--- src/common/ltsl_map.vh ---
// constants for the line trip supervision logic
`ifndef LTSL_MAP_VH
`define LTSL_MAP_VH
`define LTSL_CLK_HZ 125000000
`define LTSL_MS_PER_S 1000
`define LTSL_TICK_CYCLES (`LTSL_CLK_HZ / `LTSL_MS_PER_S)
`define LTSL_DEAD_LINE_MS 150
`define LTSL_CLOSE_DELAY_MS 45
`define LTSL_VQUAL_MS 25
`define LTSL_MS_WIDTH 16
`define LTSL_RST_MS 16'h0000
`endif

--- src/rtl/ltsl_top.v ---
// remote-open, line pickup and potential loss supervision
`timescale 1ns/10ps
`default_nettype none
`include "ltsl_map.vh"
// Contract
// remote-open trip needs fault, remote opening, and fault held for security delay
// charging current without fault sets a self-holding charging memory
// charging memory blocks remote-opening recognition regardless of fault
// active fault detector inhibits setting the charging memory
// charging current present when any of three phase flags asserted
// dead line (no current, no voltage) enables line pickup after 150 ms
// enable plus closing current detector forms line-pickup trip request
// bypass trips immediately, otherwise request must last 45 ms
// open pole or pole disagreement suppresses all line-pickup tripping
// voltage pickup for 25 ms fast-resets the line-pickup enable timer
// zone 2 distance output with line-pickup enable also trips
// potential loss timer runs on no voltage, load current, no fault, no open pole
// potential loss output seals in while voltage stays dropped out
// voltage pickup releases seal-in and clears potential loss output
// block select: alarm plus block distance/directional, else alarm only
// open poles disable potential loss detection
// during block, phase and nondirectional ground functions still trip
// directional supervision selectable separately for instant and time ground
// timers count whole ms from common tick; reset clears all
// remote-open and potential loss delays are programmable ms inputs
module ltsl_top #(
    parameter integer MS_W = `LTSL_MS_WIDTH,
    parameter integer TICK_CYCLES = `LTSL_TICK_CYCLES
) (
    // clock and reset
    input wire i_clk,
    input wire i_reset,
    // measuring detector flags
    input wire i_fault_detector_flag,
    input wire [2:0] i_charging_current_det,
    input wire i_remote_open_sense,
    input wire i_load_current_detector,
    input wire i_pos_seq_voltage_detector,
    input wire i_closing_current_detector,
    input wire i_open_pole,
    input wire i_zone2_distance,
    input wire i_distance_directional_trip,
    input wire i_phase_overcurrent_instant,
    input wire i_ground_overcurrent_instant,
    input wire i_ground_time_overcurrent,
    input wire i_neg_seq_directional_unit,
    // settings
    input wire i_closing_delay_bypass_sel,
    input wire i_potential_loss_block_sel,
    input wire i_instant_ground_dir_sel,
    input wire i_time_ground_dir_sel,
    input wire [MS_W-1:0] i_remote_open_delay_ms,
    input wire [MS_W-1:0] i_potential_loss_delay_ms,
    // outputs
    output reg o_remote_open_trip,
    output reg o_line_pickup_enable,
    output reg o_line_pickup_trip,
    output reg o_potential_loss_detect,
    output reg o_critical_alarm,
    output reg o_distance_block,
    output reg o_trip_bus
);
    localparam [MS_W-1:0] DEAD_MS = `LTSL_DEAD_LINE_MS;
    localparam [MS_W-1:0] CLOSE_MS = `LTSL_CLOSE_DELAY_MS;
    localparam [MS_W-1:0] VQUAL_MS = `LTSL_VQUAL_MS;

    wire tick;
    wire charging_any;
    reg charge_mem_q;
    wire remote_opened;
    wire rod_done;
    wire dead_done;
    wire vqual_done;
    wire close_done;
    wire pll_done;
    reg lp_enable_q;
    wire lp_request;
    wire lp_trip_d;
    wire pll_run;
    reg pll_seal_q;
    wire pll_out;
    wire blocking;
    wire inst_gnd_ok;
    wire time_gnd_ok;
    wire dist_ok;
    wire trip_d;

    ltsl_ms_tick #(
        .CYCLES(TICK_CYCLES)
    ) u_tick (
        .i_clk(i_clk),
        .i_reset(i_reset),
        .o_tick(tick)
    );

    // remote-open detection
    assign charging_any = |i_charging_current_det;

    always @(posedge i_clk or posedge i_reset)
    begin
        if (i_reset)
        begin
            charge_mem_q <= 1'b0;
        end
        else
        begin
            // set only without fault, hold while charging current stays
            charge_mem_q <= charging_any & (~i_fault_detector_flag | charge_mem_q);
        end
    end

    // memory blocks recognition whatever the fault state
    assign remote_opened = charging_any & i_remote_open_sense & ~charge_mem_q;

    ltsl_ms_timer #(
        .W(MS_W)
    ) u_remote_open_security_timer (
        .i_clk(i_clk),
        .i_reset(i_reset),
        .i_tick(tick),
        .i_run(i_fault_detector_flag & remote_opened),
        .i_delay(i_remote_open_delay_ms),
        .o_done(rod_done)
    );

    // line pickup
    ltsl_ms_timer #(
        .W(MS_W)
    ) u_dead_line_enable_timer (
        .i_clk(i_clk),
        .i_reset(i_reset),
        .i_tick(tick),
        .i_run(~i_load_current_detector & ~i_pos_seq_voltage_detector),
        .i_delay(DEAD_MS),
        .o_done(dead_done)
    );

    ltsl_ms_timer #(
        .W(MS_W)
    ) u_voltage_qualify_timer (
        .i_clk(i_clk),
        .i_reset(i_reset),
        .i_tick(tick),
        .i_run(i_pos_seq_voltage_detector),
        .i_delay(VQUAL_MS),
        .o_done(vqual_done)
    );

    // enable sets on dead-line expiry, fast reset by voltage qualify
    always @(posedge i_clk or posedge i_reset)
    begin
        if (i_reset)
        begin
            lp_enable_q <= 1'b0;
        end
        else if (vqual_done)
        begin
            lp_enable_q <= 1'b0;
        end
        else if (dead_done)
        begin
            lp_enable_q <= 1'b1;
        end
    end

    assign lp_request = lp_enable_q & i_closing_current_detector;

    ltsl_ms_timer #(
        .W(MS_W)
    ) u_closing_trip_delay_timer (
        .i_clk(i_clk),
        .i_reset(i_reset),
        .i_tick(tick),
        .i_run(lp_request),
        .i_delay(CLOSE_MS),
        .o_done(close_done)
    );

    assign lp_trip_d = ~i_open_pole &
        ((lp_request & (i_closing_delay_bypass_sel | close_done)) |
         (i_zone2_distance & lp_enable_q));

    // potential loss detection
    assign pll_run = ~i_pos_seq_voltage_detector & i_load_current_detector &
        ~i_fault_detector_flag & ~i_open_pole;

    ltsl_ms_timer #(
        .W(MS_W)
    ) u_potential_loss_timer (
        .i_clk(i_clk),
        .i_reset(i_reset),
        .i_tick(tick),
        .i_run(pll_run),
        .i_delay(i_potential_loss_delay_ms),
        .o_done(pll_done)
    );

    always @(posedge i_clk or posedge i_reset)
    begin
        if (i_reset)
        begin
            pll_seal_q <= 1'b0;
        end
        else
        begin
            // seal while voltage stays low, release on voltage pickup
            pll_seal_q <= ~i_pos_seq_voltage_detector & (pll_done | pll_seal_q);
        end
    end

    assign pll_out = ~i_pos_seq_voltage_detector & (pll_done | pll_seal_q);
    assign blocking = pll_out & i_potential_loss_block_sel;

    // directional supervision per ground function
    assign inst_gnd_ok = i_ground_overcurrent_instant &
        (i_instant_ground_dir_sel ? (i_neg_seq_directional_unit & ~blocking) : 1'b1);
    assign time_gnd_ok = i_ground_time_overcurrent &
        (i_time_ground_dir_sel ? (i_neg_seq_directional_unit & ~blocking) : 1'b1);
    assign dist_ok = i_distance_directional_trip & ~blocking;

    assign trip_d = rod_done | lp_trip_d | dist_ok | i_phase_overcurrent_instant |
        inst_gnd_ok | time_gnd_ok;

    // registered outputs
    always @(posedge i_clk or posedge i_reset)
    begin
        if (i_reset)
        begin
            o_remote_open_trip <= 1'b0;
            o_line_pickup_enable <= 1'b0;
            o_line_pickup_trip <= 1'b0;
            o_potential_loss_detect <= 1'b0;
            o_critical_alarm <= 1'b0;
            o_distance_block <= 1'b0;
            o_trip_bus <= 1'b0;
        end
        else
        begin
            o_remote_open_trip <= rod_done;
            o_line_pickup_enable <= lp_enable_q;
            o_line_pickup_trip <= lp_trip_d;
            o_potential_loss_detect <= pll_out;
            o_critical_alarm <= pll_out;
            o_distance_block <= blocking;
            o_trip_bus <= trip_d;
        end
    end
endmodule
`default_nettype wire

--- src/rtl/ltsl_ms_tick.v ---
// millisecond tick generator
`timescale 1ns/10ps
`default_nettype none
module ltsl_ms_tick #(
    parameter integer CYCLES = 125000
) (
    // clock and reset
    input wire i_clk,
    input wire i_reset,
    // tick out
    output reg o_tick
);
    reg [31:0] cnt_q;
    always @(posedge i_clk or posedge i_reset)
    begin
        if (i_reset)
        begin
            cnt_q <= 32'h0000_0000;
            o_tick <= 1'b0;
        end
        else if (cnt_q == CYCLES - 1)
        begin
            cnt_q <= 32'h0000_0000;
            o_tick <= 1'b1;
        end
        else
        begin
            cnt_q <= cnt_q + 32'h0000_0001;
            o_tick <= 1'b0;
        end
    end
endmodule
`default_nettype wire

--- src/rtl/ltsl_ms_timer.v ---
// pickup delay timer counted in ms ticks
`timescale 1ns/10ps
`default_nettype none
module ltsl_ms_timer #(
    parameter integer W = 16
) (
    // clock and reset
    input wire i_clk,
    input wire i_reset,
    // control
    input wire i_tick,
    input wire i_run,
    input wire [W-1:0] i_delay,
    // expired level
    output reg o_done
);
    reg [W-1:0] cnt_q;
    always @(posedge i_clk or posedge i_reset)
    begin
        if (i_reset)
        begin
            cnt_q <= {W{1'b0}};
            o_done <= 1'b0;
        end
        else if (!i_run)
        begin
            cnt_q <= {W{1'b0}};
            o_done <= 1'b0;
        end
        else if (cnt_q >= i_delay)
        begin
            o_done <= 1'b1;
        end
        else if (i_tick)
        begin
            cnt_q <= cnt_q + {{(W-1){1'b0}}, 1'b1};
            o_done <= (cnt_q + {{(W-1){1'b0}}, 1'b1}) >= i_delay;
        end
    end
endmodule
`default_nettype wire

--- config.mk ---
export PLATFORM = sky130hd
export DESIGN_NAME = ltsl_top
export DESIGN_NICKNAME = d
export VERILOG_FILES = /design/src/rtl/ltsl_top.v /design/src/rtl/ltsl_ms_tick.v /design/src/rtl/ltsl_ms_timer.v
export VERILOG_INCLUDE_DIRS = /design/src /design/src/common
export SDC_FILE = /design/constraint.sdc
export NUM_CORES = 1
export LEC_CHECK = 0
export BUFFER_PORTS_ARGS = -buffer_cell sky130_fd_sc_hd__clkbuf_2
export CELL_PAD_IN_SITES_DETAIL_PLACEMENT = 0
export CELL_PAD_IN_SITES_GLOBAL_PLACEMENT = 1
export CORE_AREA = 2 2 126 128
export DETAILED_ROUTE_END_ITERATION = 10
export DIE_AREA = 0 0 128 130
export MAX_ROUTING_LAYER = met4
export PLACE_DENSITY_LB_ADDON = 0.12
export SETUP_SLACK_MARGIN = 0.3
export SLEW_MARGIN = 20
export SYNTH_ARGS = -nofsm -noshare
export SYNTH_HDL_FRONTEND = slang
export SYNTH_SLANG_ARGS = --single-unit
--- constraint.sdc ---
create_clock -name i_clk -period 7.3 [get_ports i_clk]
set_input_delay 1.46 -clock i_clk [delete_from_list [all_inputs] [get_ports i_clk]]
set_output_delay 1.46 -clock i_clk [all_outputs]
set_load 0.02 [all_outputs]
# Yosys cells after proc, flatten, opt, wreduce, memory -nomap -nowiden
# Cells that the tools add are included.
dict set report totals {
  ff_bits 126
  word_cells 128
  out_inout_bits 7
}
dict set report classes {
  order_cmp 10
  addsub 6
  n_bitwise 33
  eq_ne 16
  reduce_logical 7
  muxes 36
}
# cell n
set ops {}
lappend ops {{16-bit two-way mux} 15}
lappend ops {{16-bit by 1-bit adder with 16-bit output (second input constant)} 5}
lappend ops {{16-bit greater-or-equal comparator} 4}
lappend ops {{32-bit by 1-bit adder with 32-bit output (second input constant)} 1}
lappend ops {{32-bit by 17-bit == test with 1-bit output (second input constant)} 1}
lappend ops {{16-bit by 5-bit greater-or-equal comparator with 1-bit output (second input constant)} 2}
lappend ops {{16-bit by 6-bit greater-or-equal comparator with 1-bit output (second input constant)} 2}
lappend ops {{16-bit by 8-bit greater-or-equal comparator with 1-bit output (second input constant)} 2}
lappend ops {{32-bit two-way mux} 1}
lappend ops {{1-bit two-way mux} 20}
lappend ops {{1-bit bitwise AND} 18}
lappend ops {{2-bit inequality test (second input constant)} 8}
lappend ops {{2-bit AND reduction} 5}
lappend ops {{3-bit inequality test (second input constant)} 3}
lappend ops {{1-bit bitwise OR} 9}
lappend ops {{3-bit by 1-bit inequality test with 1-bit output (second input constant)} 2}
lappend ops {{1-bit inverter} 6}
lappend ops {{2-bit by 1-bit inequality test with 1-bit output (second input constant)} 2}
lappend ops {{3-bit OR reduction} 1}
lappend ops {{2-bit nonzero test} 1}

# Longest topological paths before layout
# Gate-level depths: netlist (run 1).
dict set report depth {
  ltp_word 9
  ltp_mapped 15
}

# Modules after synthesis
# From an unflattened synthesis (run 1), not the netlist that was laid out.
dict set report hier_totals {
  hier_cells 1239
  hier_area_um2 10841.6
}
# module area_each_um2 cells_each instances seq_area_each_um2
set by_module_without_submodules {}
lappend by_module_without_submodules {{ltsl_ms_timer at u_closing_trip_delay_timer ...} 1751.7 209 4 425.4}
lappend by_module_without_submodules {{ltsl_ms_timer at u_potential_loss_timer} 1801.7 218 1 425.4}
lappend by_module_without_submodules {ltsl_ms_tick 1640.3 151 1 825.8}
lappend by_module_without_submodules {ltsl_top 392.9 34 1 200.2}

# Worst setup path after synthesis (run 1)
# No wires, ideal clock.
dict set report synth_timing {
  path_kind {in2reg}
  startpoint {in i_remote_open_delay_ms[9]}
  endpoint {reg u_remote_open_security_timer.cnt_q[4]}
  slack_ns 3.853
  stages 9
  t_required_ns 7.217
  t_arrival_ns 3.365
  setup_time_ns 0.083
  n_path_buf 1
  path_cell_list {inv_1 -> ha_1 -> a21oi_1 -> o21ai_0 -> a221oi_1 -> o211ai_1 -> clkbuf_1 -> or4b_2 -> o21ai_0}
}
dict set report synth_between {
  elab_chain_cells 3
}
# element line_no
set synth_lines {}
lappend synth_lines {{start, declared} ltsl_top.v:52} ;# input wire [MS_W-1:0] i_remote_open_delay_ms,
lappend synth_lines {{16-bit greater-or-equal comparator} ltsl_ms_timer.v:30} ;# else if (cnt_q >= i_delay)
lappend synth_lines {{2-bit inequality test (no line)} -}
lappend synth_lines {{2-bit AND reduction (no line)} -}
lappend synth_lines {{end signal, assigned} ltsl_ms_timer.v:22} ;# cnt_q <= {W{1'b0}};
lappend synth_lines {{end signal, assigned} ltsl_ms_timer.v:27} ;# cnt_q <= {W{1'b0}};
lappend synth_lines {{end signal, assigned} ltsl_ms_timer.v:36} ;# cnt_q <= cnt_q + {{(W-1){1'b0}}, 1'b1};
lappend synth_lines {{end, declared} ltsl_ms_timer.v:17} ;# reg [W-1:0] cnt_q;
# Every way passes these cells.
# A chain may end at the register's enable or synchronous reset.

# Final worst setup path (run 1)
dict set report layout_timing {
  startpoint {in i_potential_loss_delay_ms[11]}
  endpoint {reg u_potential_loss_timer.cnt_q[14]}
}
dict set report layout_between {
  elab_chain_cells 3
}
# element line_no
set layout_lines {}
lappend layout_lines {{start, declared} ltsl_top.v:53} ;# input wire [MS_W-1:0] i_potential_loss_delay_ms,
lappend layout_lines {{16-bit greater-or-equal comparator} ltsl_ms_timer.v:30}
lappend layout_lines {{2-bit inequality test (no line)} -}
lappend layout_lines {{2-bit AND reduction (no line)} -}
lappend layout_lines {{end signal, assigned} ltsl_ms_timer.v:22}
lappend layout_lines {{end signal, assigned} ltsl_ms_timer.v:27}
lappend layout_lines {{end signal, assigned} ltsl_ms_timer.v:36}
lappend layout_lines {{end, declared} ltsl_ms_timer.v:17}
# Every way passes these cells.

==> impl_metrics.py, run 1 <==
metrics = {
    "yosys": {
        "yosysSeqAreaShare": 0.409,
        "synthFlopType": "dfrtp_1",
        "synth_nets": 941,
        "synth_cell_type_count": 67,
        "synth_compound_area_frac": 0.124,
        "synth_top_family_by_area": "simple AND/OR/NAND/NOR gates",
        "syn-cell-area_mm2": 0.00771,
        "synth_xor_area_frac": 0.0850,
        "synthAdderAreaFrac": 0.125,
        "synth_edf_count": 0,
        "synth-seq-cells": 126,
        "syn_avg_cell_area_um2": 9.51,
        "syn_inst": 811,
        "yosysWarnings": 0,
        "postSynth.asyncResetShare": 1.00,
        "synthMuxAreaShare": 0.00276,
        "yosys.area_share.simple": 0.220,
    },
    "global_routing": {
        "grt_pass1_wl_mm": 26.9,
        "grt_pass1_vias": 5772,
        "grt_start_max_net_pins": 83,
        "antenna_found_initial": 0,
        "gr-total-overflow": 0,
        "track_usage": 0.207,
    },
    "timing": {
        "fin_hold_ws_ps": 413,
        "maxSlewHeadroom": 0.511,
        "hold_viol_final": 0,
        "finalClockSkew_ps": 8.31,
        "tns_ps": 0,
        "setup_viol": 0,
        "post-route-period-util": 0.487,
        "rsz0062_at_grt": "no",
        "period_needed_ps": 3560,
        "tightest_slew_ps": 734,
        "max_freq_mhz": 281,
        "maxSlewViolCount": 0,
    },
    "final_layout": {
        "layout_common_cells": "126 x dfrtp_1, 77 x ha_1, 59 x clkbuf_2",
        "drive_above_1_share": 0.134,
        "n_fill_cell": 1373,
        "fin_nets": 1000,
        "final_common_cell": "dfrtp_1",
        "diodes": 0,
        "syn_to_final_growth_pct": 13.5,
    },
    "floorplanning": {
        "fp.dieW_um": 128,
        "initial_core_util": 0.500,
        "die_h_um": 130,
        "fp-row-count": 46,
        "core_area_mm2": 0.0154,
        "dieArea_mm2": 0.0166,
        "io_pins": 60,
    },
    "clock_tree": {
        "cts_tree": "built",
        "cts-root-buf": "clkbuf_16",
        "htree_levels": 4,
        "path_clk_slew_ps": 50,
        "cts_resized": 0,
        "clock_latency_ps": 420,
        "numCtsBuffers": 17,
        "cts_buffer_depth": 2,
        "cts_hold_buf": 0,
        "cts.sinks": 126,
        "post-cts-setup-buffers": 0,
    },
    "worst_setup_path": {
        "critical_path_class": "in2reg",
        "slowest_delay_ps": 470,
        "crit_arrival_ps": 3890,
        "cp_common_cell": "a21oi_1",
        "required_ps": 7630,
        "critPathLaunchType": "primary input",
        "cp-end-kind": "flop",
        "slowest_stage": "a2111oi_2",
        "crit_chain": "clkbuf_2, inv_1, ha_1, a21oi_1, o21ai_0, a2111oi_2, o211ai_1, buf_4, or4_1, a21oi_1",
        "cp_max_fo": 18,
    },
    "power_and_ir_drop": {
        "p_per_area_mw_per_mm2": 178,
        "irDropWorstVdd_mv": 0.158,
        "p_total_mw": 1.56,
        "p_leak_nw": 4.19,
    },
    "placement": {
        "numPortBuffers": 59,
        "gp_congestion": 0.828,
        "hpwl_mm": 11.7,
    },
    "detailed_routing": {
        "num_vias": 6052,
        "vias_per_cell": 5.63,
        "ant_nets": 0,
        "dr.pass1.iters": 7,
        "wirelength_mm": 15.9,
        "drtIter0Drc": 349,
        "drc_errors": 0,
        "wl_per_cell_um": 14.8,
    },
    "run_status": {
        "status": "completed",
    },
    "job": {
        "cap_violations": 0,
    },
    "min_path": {
        "hp-class": "reg2reg",
    },
}
[synthesized netlist by cell type, types with 2 or more instances]
cell type / number / area (µm²)
o31ai_1: 6 / 45.0
nand2b_1: 2 / 12.5
nand2_1: 57 / 214
nand4_1: 18 / 113
ha_1: 77 / 963
nor3b_1: 5 / 37.5
nor2_1: 54 / 203
or2_2: 5 / 31.3
buf_2: 2 / 10.0
and3_1: 25 / 156
nor2b_1: 8 / 50.1
and2_1: 20 / 125
a221o_1: 2 / 20.0
o211ai_1: 7 / 52.6
xnor2_1: 43 / 377
or3_1: 23 / 144
or4_1: 5 / 37.5
a211o_1: 2 / 17.5
dfrtp_1: 126 / 3150
and3_2: 2 / 15.0
a31oi_1: 3 / 18.8
inv_1: 46 / 173
clkbuf_1: 19 / 71.3
a21o_1: 5 / 37.5
and4_1: 7 / 61.3
a2111o_1: 2 / 22.5
a2111oi_0: 2 / 17.5
a21boi_0: 4 / 30.0
nor4_1: 14 / 87.6
xor2_1: 30 / 263
a211oi_1: 5 / 37.5
nand3_1: 37 / 185
o21a_1: 6 / 45.0
o2111ai_1: 6 / 52.6
o21ai_0: 39 / 195
nor3_1: 17 / 85.1
or4b_2: 2 / 20.0
nor3_2: 2 / 20.0
a21oi_1: 48 / 240
[worst paths after layout]
path	cells after the start	slack [ps]	startpoint	to
worst max-delay path	10	3740	i_potential_loss_delay_ms[11]	u_potential_loss_timer.cnt_q[14]$_DFFE_PP0P_
worst min-delay path	0	410	u_remote_open_security_timer.o_done$_DFFE_PP0P_	o_remote_open_trip$_DFF_PP0_
worst max register to register	12	3760	u_remote_open_security_timer.cnt_q[3]$_DFFE_PP0P_	u_remote_open_security_timer.o_done$_DFFE_PP0P_
worst min register to register	0	410	u_remote_open_security_timer.o_done$_DFFE_PP0P_	o_remote_open_trip$_DFF_PP0_
max in group asynchronous	3	5070	i_reset	u_dead_line_enable_timer.cnt_q[9]$_DFFE_PP0P_
min in group asynchronous	2	1080	i_reset	u_tick.cnt_q[25]$_DFF_PP0_
[critical path: cells and delay by family]
family          cells  cell delay, ps
compound gates      5            1250
buf+inv             3             420
simple gates        1             410
fa+ha+maj           1             330
[flip-flops by register name, indices dropped and copies added (netlist names), 16 cells and up]
name                                flops
u_closing_trip_delay_timer.cnt_q       16
u_dead_line_enable_timer.cnt_q         16
u_potential_loss_timer.cnt_q           16
u_remote_open_security_timer.cnt_q     16
u_tick.cnt_q                           32
u_voltage_qualify_timer.cnt_q          16
[per-layer routing]
metal | vias up | global-route usage | share of wire
li1 | 3041 | - | -
met1 | 2895 | 0.268 | 0.49
met2 | 103 | 0.329 | 0.47
met3 | 13 | 0.0422 | 0.037
met4 | 0 | 0.0646 | 0.0093
met5 | - | - | 0
[layout make-up]
type / count / area (µm²) / share of cell area
clock buffer: 18 / 439 / 0.0502
clock inverter: 14 / 120 / 0.0137
inverter: 47 / 179 / 0.0204
multi-input combinational: 616 / 4300 / 0.491
sequential: 126 / 3150 / 0.360
tap: 192 / 240 / 0.0274
timing repair buffer: 62 / 322 / 0.0367
[report_power, final]
part / leakage, nW / internal [mW] / switching (mW) / total (mW)
clock: 0.268 / 0.475 / 0.312 / 0.787
sequential: 1.74 / 0.701 / 0.000932 / 0.701
combinational: 2.19 / 0.0239 / 0.0431 / 0.0669
total: 4.19 / 1.20 / 0.356 / 1.56
[cell families after synthesis]
group           count (synthesis)
buf+inv                        69
fa+ha+maj                      77
mux                             2
compound gates                150
flops                         126
simple gates                  313
xor+xnor                       74
[per-stage QoR]
stage	area, µm²	std cells	utilization	worst slack (ps)
global route	8750	1075	0.567	3440
global placement	8180	1043	0.531	3410
CTS	8740	1075	0.567	3680
detailed placement	8180	1043	0.531	3330
floorplan	7710	811	-	2480
finish	8750	1075	0.567	3740
Note: power is estimated with default switching activity, not from simulation.
==> run 2: changes to the inputs <==
--- a/config.mk
+++ b/config.mk
@@ -9,9 +9,9 @@
 export BUFFER_PORTS_ARGS = -buffer_cell sky130_fd_sc_hd__clkbuf_2
 export CELL_PAD_IN_SITES_DETAIL_PLACEMENT = 0
 export CELL_PAD_IN_SITES_GLOBAL_PLACEMENT = 1
-export CORE_AREA = 2 2 126 128
+export CORE_AREA = 2 2 132 134
 export DETAILED_ROUTE_END_ITERATION = 10
-export DIE_AREA = 0 0 128 130
+export DIE_AREA = 0 0 134 136
 export MAX_ROUTING_LAYER = met4
 export PLACE_DENSITY_LB_ADDON = 0.12
 export SETUP_SLACK_MARGIN = 0.3
==> constraint.sdc (replaced) <==
create_clock -name i_clk -period 3.5 [get_ports i_clk]
set_input_delay 0.7 -clock i_clk [delete_from_list [all_inputs] [get_ports i_clk]]
set_output_delay 0.7 -clock i_clk [all_outputs]
set_load 0.02 [all_outputs]
==> impl_metrics.py, run 2 (synthesized netlist as in run 1, its figures left out) <==
metrics = {
    "detailed_routing": {
        "num_vias": 6072,
        "drc_errors": 0,
        "drtIter0Drc": 302,
        "vias_per_cell": 5.40,
        "wl_per_cell_um": 14.7,
        "dr.pass1.iters": 4,
        "wirelength_mm": 16.5,
        "ant_nets": 0,
    },
    "timing": {
        "period_needed_ps": 3020,
        "max_freq_mhz": 331,
        "finalClockSkew_ps": 9.89,
        "hold_viol_final": 0,
        "tns_ps": 0,
        "maxSlewViolCount": 0,
        "maxSlewHeadroom": 0.428,
        "tightest_slew_ps": 856,
        "post-route-period-util": 0.864,
        "setup_viol": 0,
        "fin_hold_ws_ps": 413,
        "rsz0062_at_grt": "no",
    },
    "global_routing": {
        "antenna_found_initial": 0,
        "grt_pass1_vias": 6073,
        "grt_start_max_net_pins": 65,
        "grt_pass1_wl_mm": 28.5,
        "track_usage": 0.199,
        "gr-total-overflow": 0,
    },
    "final_layout": {
        "drive_above_1_share": 0.167,
        "n_fill_cell": 1520,
        "diodes": 0,
        "fin_nets": 1017,
        "fin_util": 0.539,
        "syn_to_final_growth_pct": 17.9,
        "largest_reg_flops": 32,
        "final_common_cell": "dfrtp_1",
        "layout_common_cells": "119 x dfrtp_1, 76 x ha_1, 59 x clkbuf_2",
        "regMostFlops": "u_tick.cnt_q",
    },
    "clock_tree": {
        "cts_tree": "built",
        "numCtsBuffers": 17,
        "cts-root-buf": "clkbuf_16",
        "htree_levels": 4,
        "cts_buffer_depth": 2,
        "cts_hold_buf": 0,
        "path_clk_slew_ps": 60,
        "clock_latency_ps": 420,
        "cts.sinks": 126,
    },
    "power_and_ir_drop": {
        "p_sw_mw": 0.738,
        "switching_share": 0.207,
        "cell_internal_pwr_mw": 2.83,
        "p_per_area_mw_per_mm2": 393,
        "irDropWorstVdd_mv": 0.332,
        "p_seq_frac": 0.409,
        "p_leak_nw": 4.32,
        "power_frac_clock": 0.550,
        "p_total_mw": 3.57,
        "combPwrFrac": 0.041,
    },
    "worst_setup_path": {
        "cp-end-kind": "flop",
        "critical_path_class": "reg2reg",
        "r2r_cells": 14,
        "timing.rr.start": "u_potential_loss_timer.cnt_q[0]$_DFFE_PP0P_",
        "cp_max_fo": 5,
        "r2r_end": "u_potential_loss_timer.o_done$_DFFE_PP0P_",
        "required_ps": 3790,
        "r2r_setup_slack_ps": 480,
        "crit_arrival_ps": 3310,
        "critPathLaunchType": "flop",
    },
    "min_path": {
        "hp-class": "reg2reg",
        "hp-start": "u_remote_open_security_timer.o_done$_DFFE_PP0P_",
        "min_path_cells": 0,
        "min_to": "o_remote_open_trip$_DFF_PP0_",
    },
    "placement": {
        "hpwl_mm": 12.0,
        "gp_congestion": 0.857,
        "numPortBuffers": 59,
    },
    "floorplanning": {
        "io_pins": 60,
        "initial_core_util": 0.457,
        "dieArea_mm2": 0.0182,
        "fp-row-count": 48,
        "fp.dieW_um": 134,
        "core_area_mm2": 0.0169,
        "die_h_um": 136,
    },
    "run_status": {
        "status": "completed",
    },
    "job": {
        "cap_violations": 0,
    },
}
run 2: cell types whose count changed in the layout (fill, tap and decap cells not counted), sizes merged:
cell | before | now
inv | 47 | 45
bufinv | 1 | 5
clkbuf | 77 | 82
buf | 3 | 20
clkinv | 9 | 2
run 2: metal layers:
layer / vias up / wire [µm] / global-route usage
li1: 3075 / - / -
met1: 2890 / 8000 / 0.253
met2: 91 / 7880 / 0.321
met3: 16 / 497 / 0.0406
met4: 0 / 162 / 0.0603
met5: - / 0 / -
run 2: area by class of cell:
type | count | area (µm²) | share of cell area
clock buffers | 23 | 478 | 0.0526
clock inverters | 9 | 181 | 0.0199
well taps | 225 | 282 | 0.0310
inverters | 47 | 180 | 0.0198
repair buffers | 79 | 458 | 0.0504
flip-flops and latches | 126 | 3160 | 0.348
multi-input cells | 616 | 4350 | 0.479
run 2: worst max-delay path, stage by stage (launching register included):
cell and delay, ps:
dfrtp_1 390, ha_2 190, and3_1 180, and3_4 200, nand3_2 110, or2_4 280, nor2_2 120, xor2_1 150
ha_1 250, nand4_1 110, nor2_1 80, a2111o_1 410, a311oi_1 200, o2bb2ai_1 140, a21oi_1 80
run 2: timing repair:
item	4_1_cts	5_1_grt
pin swaps	1	8
endpoints found under the setup margin	2	2
setup buffers	3	9
resized for setup	8	14
run 2: power groups by stage:
| stage | sequential [mW] | combinational (mW) | clock (mW) |
|---|---|---|---|
| 4_1_cts | 1.46 | 0.149 | 2.00 |
| 5_1_grt | 1.46 | 0.170 | 2.07 |
| 3_5_place_dp | 1.49 | 0.148 | 0 |
| 3_3_place_gp | 1.49 | 0.144 | 0 |
| 6_report | 1.46 | 0.145 | 1.97 |
| 2_1_floorplan | 1.49 | 0.0822 | 0 |
run 2: worst max path at each step:
stage	depth (start not counted)	start	end	slack [ps]
CTS	12	u_potential_loss_timer.cnt_q[4]$_DFFE_PP0P_	u_potential_loss_timer.o_done$_DFFE_PP0P_	310
global placement	12	u_remote_open_security_timer.cnt_q[2]$_DFFE_PP0P_	u_remote_open_security_timer.o_done$_DFFE_PP0P_	180
floorplan	15	u_potential_loss_timer.cnt_q[0]$_DFFE_PP0P_	u_potential_loss_timer.o_done$_DFFE_PP0P_	370
finish	14	u_potential_loss_timer.cnt_q[0]$_DFFE_PP0P_	u_potential_loss_timer.o_done$_DFFE_PP0P_	480
detailed placement	14	u_potential_loss_timer.cnt_q[0]$_DFFE_PP0P_	u_potential_loss_timer.o_done$_DFFE_PP0P_	170
global route	12	u_remote_open_security_timer.cnt_q[2]$_DFFE_PP0P_	u_remote_open_security_timer.o_done$_DFFE_PP0P_	240
run 2: metrics by stage:
stage	std cells	area, µm²	setup slack, ps
floorplan	811	7720	373
global route	1125	9090	244
CTS	1116	8980	311
finish	1125	9090	476
global placement	1081	8280	179
detailed placement	1081	8280	174
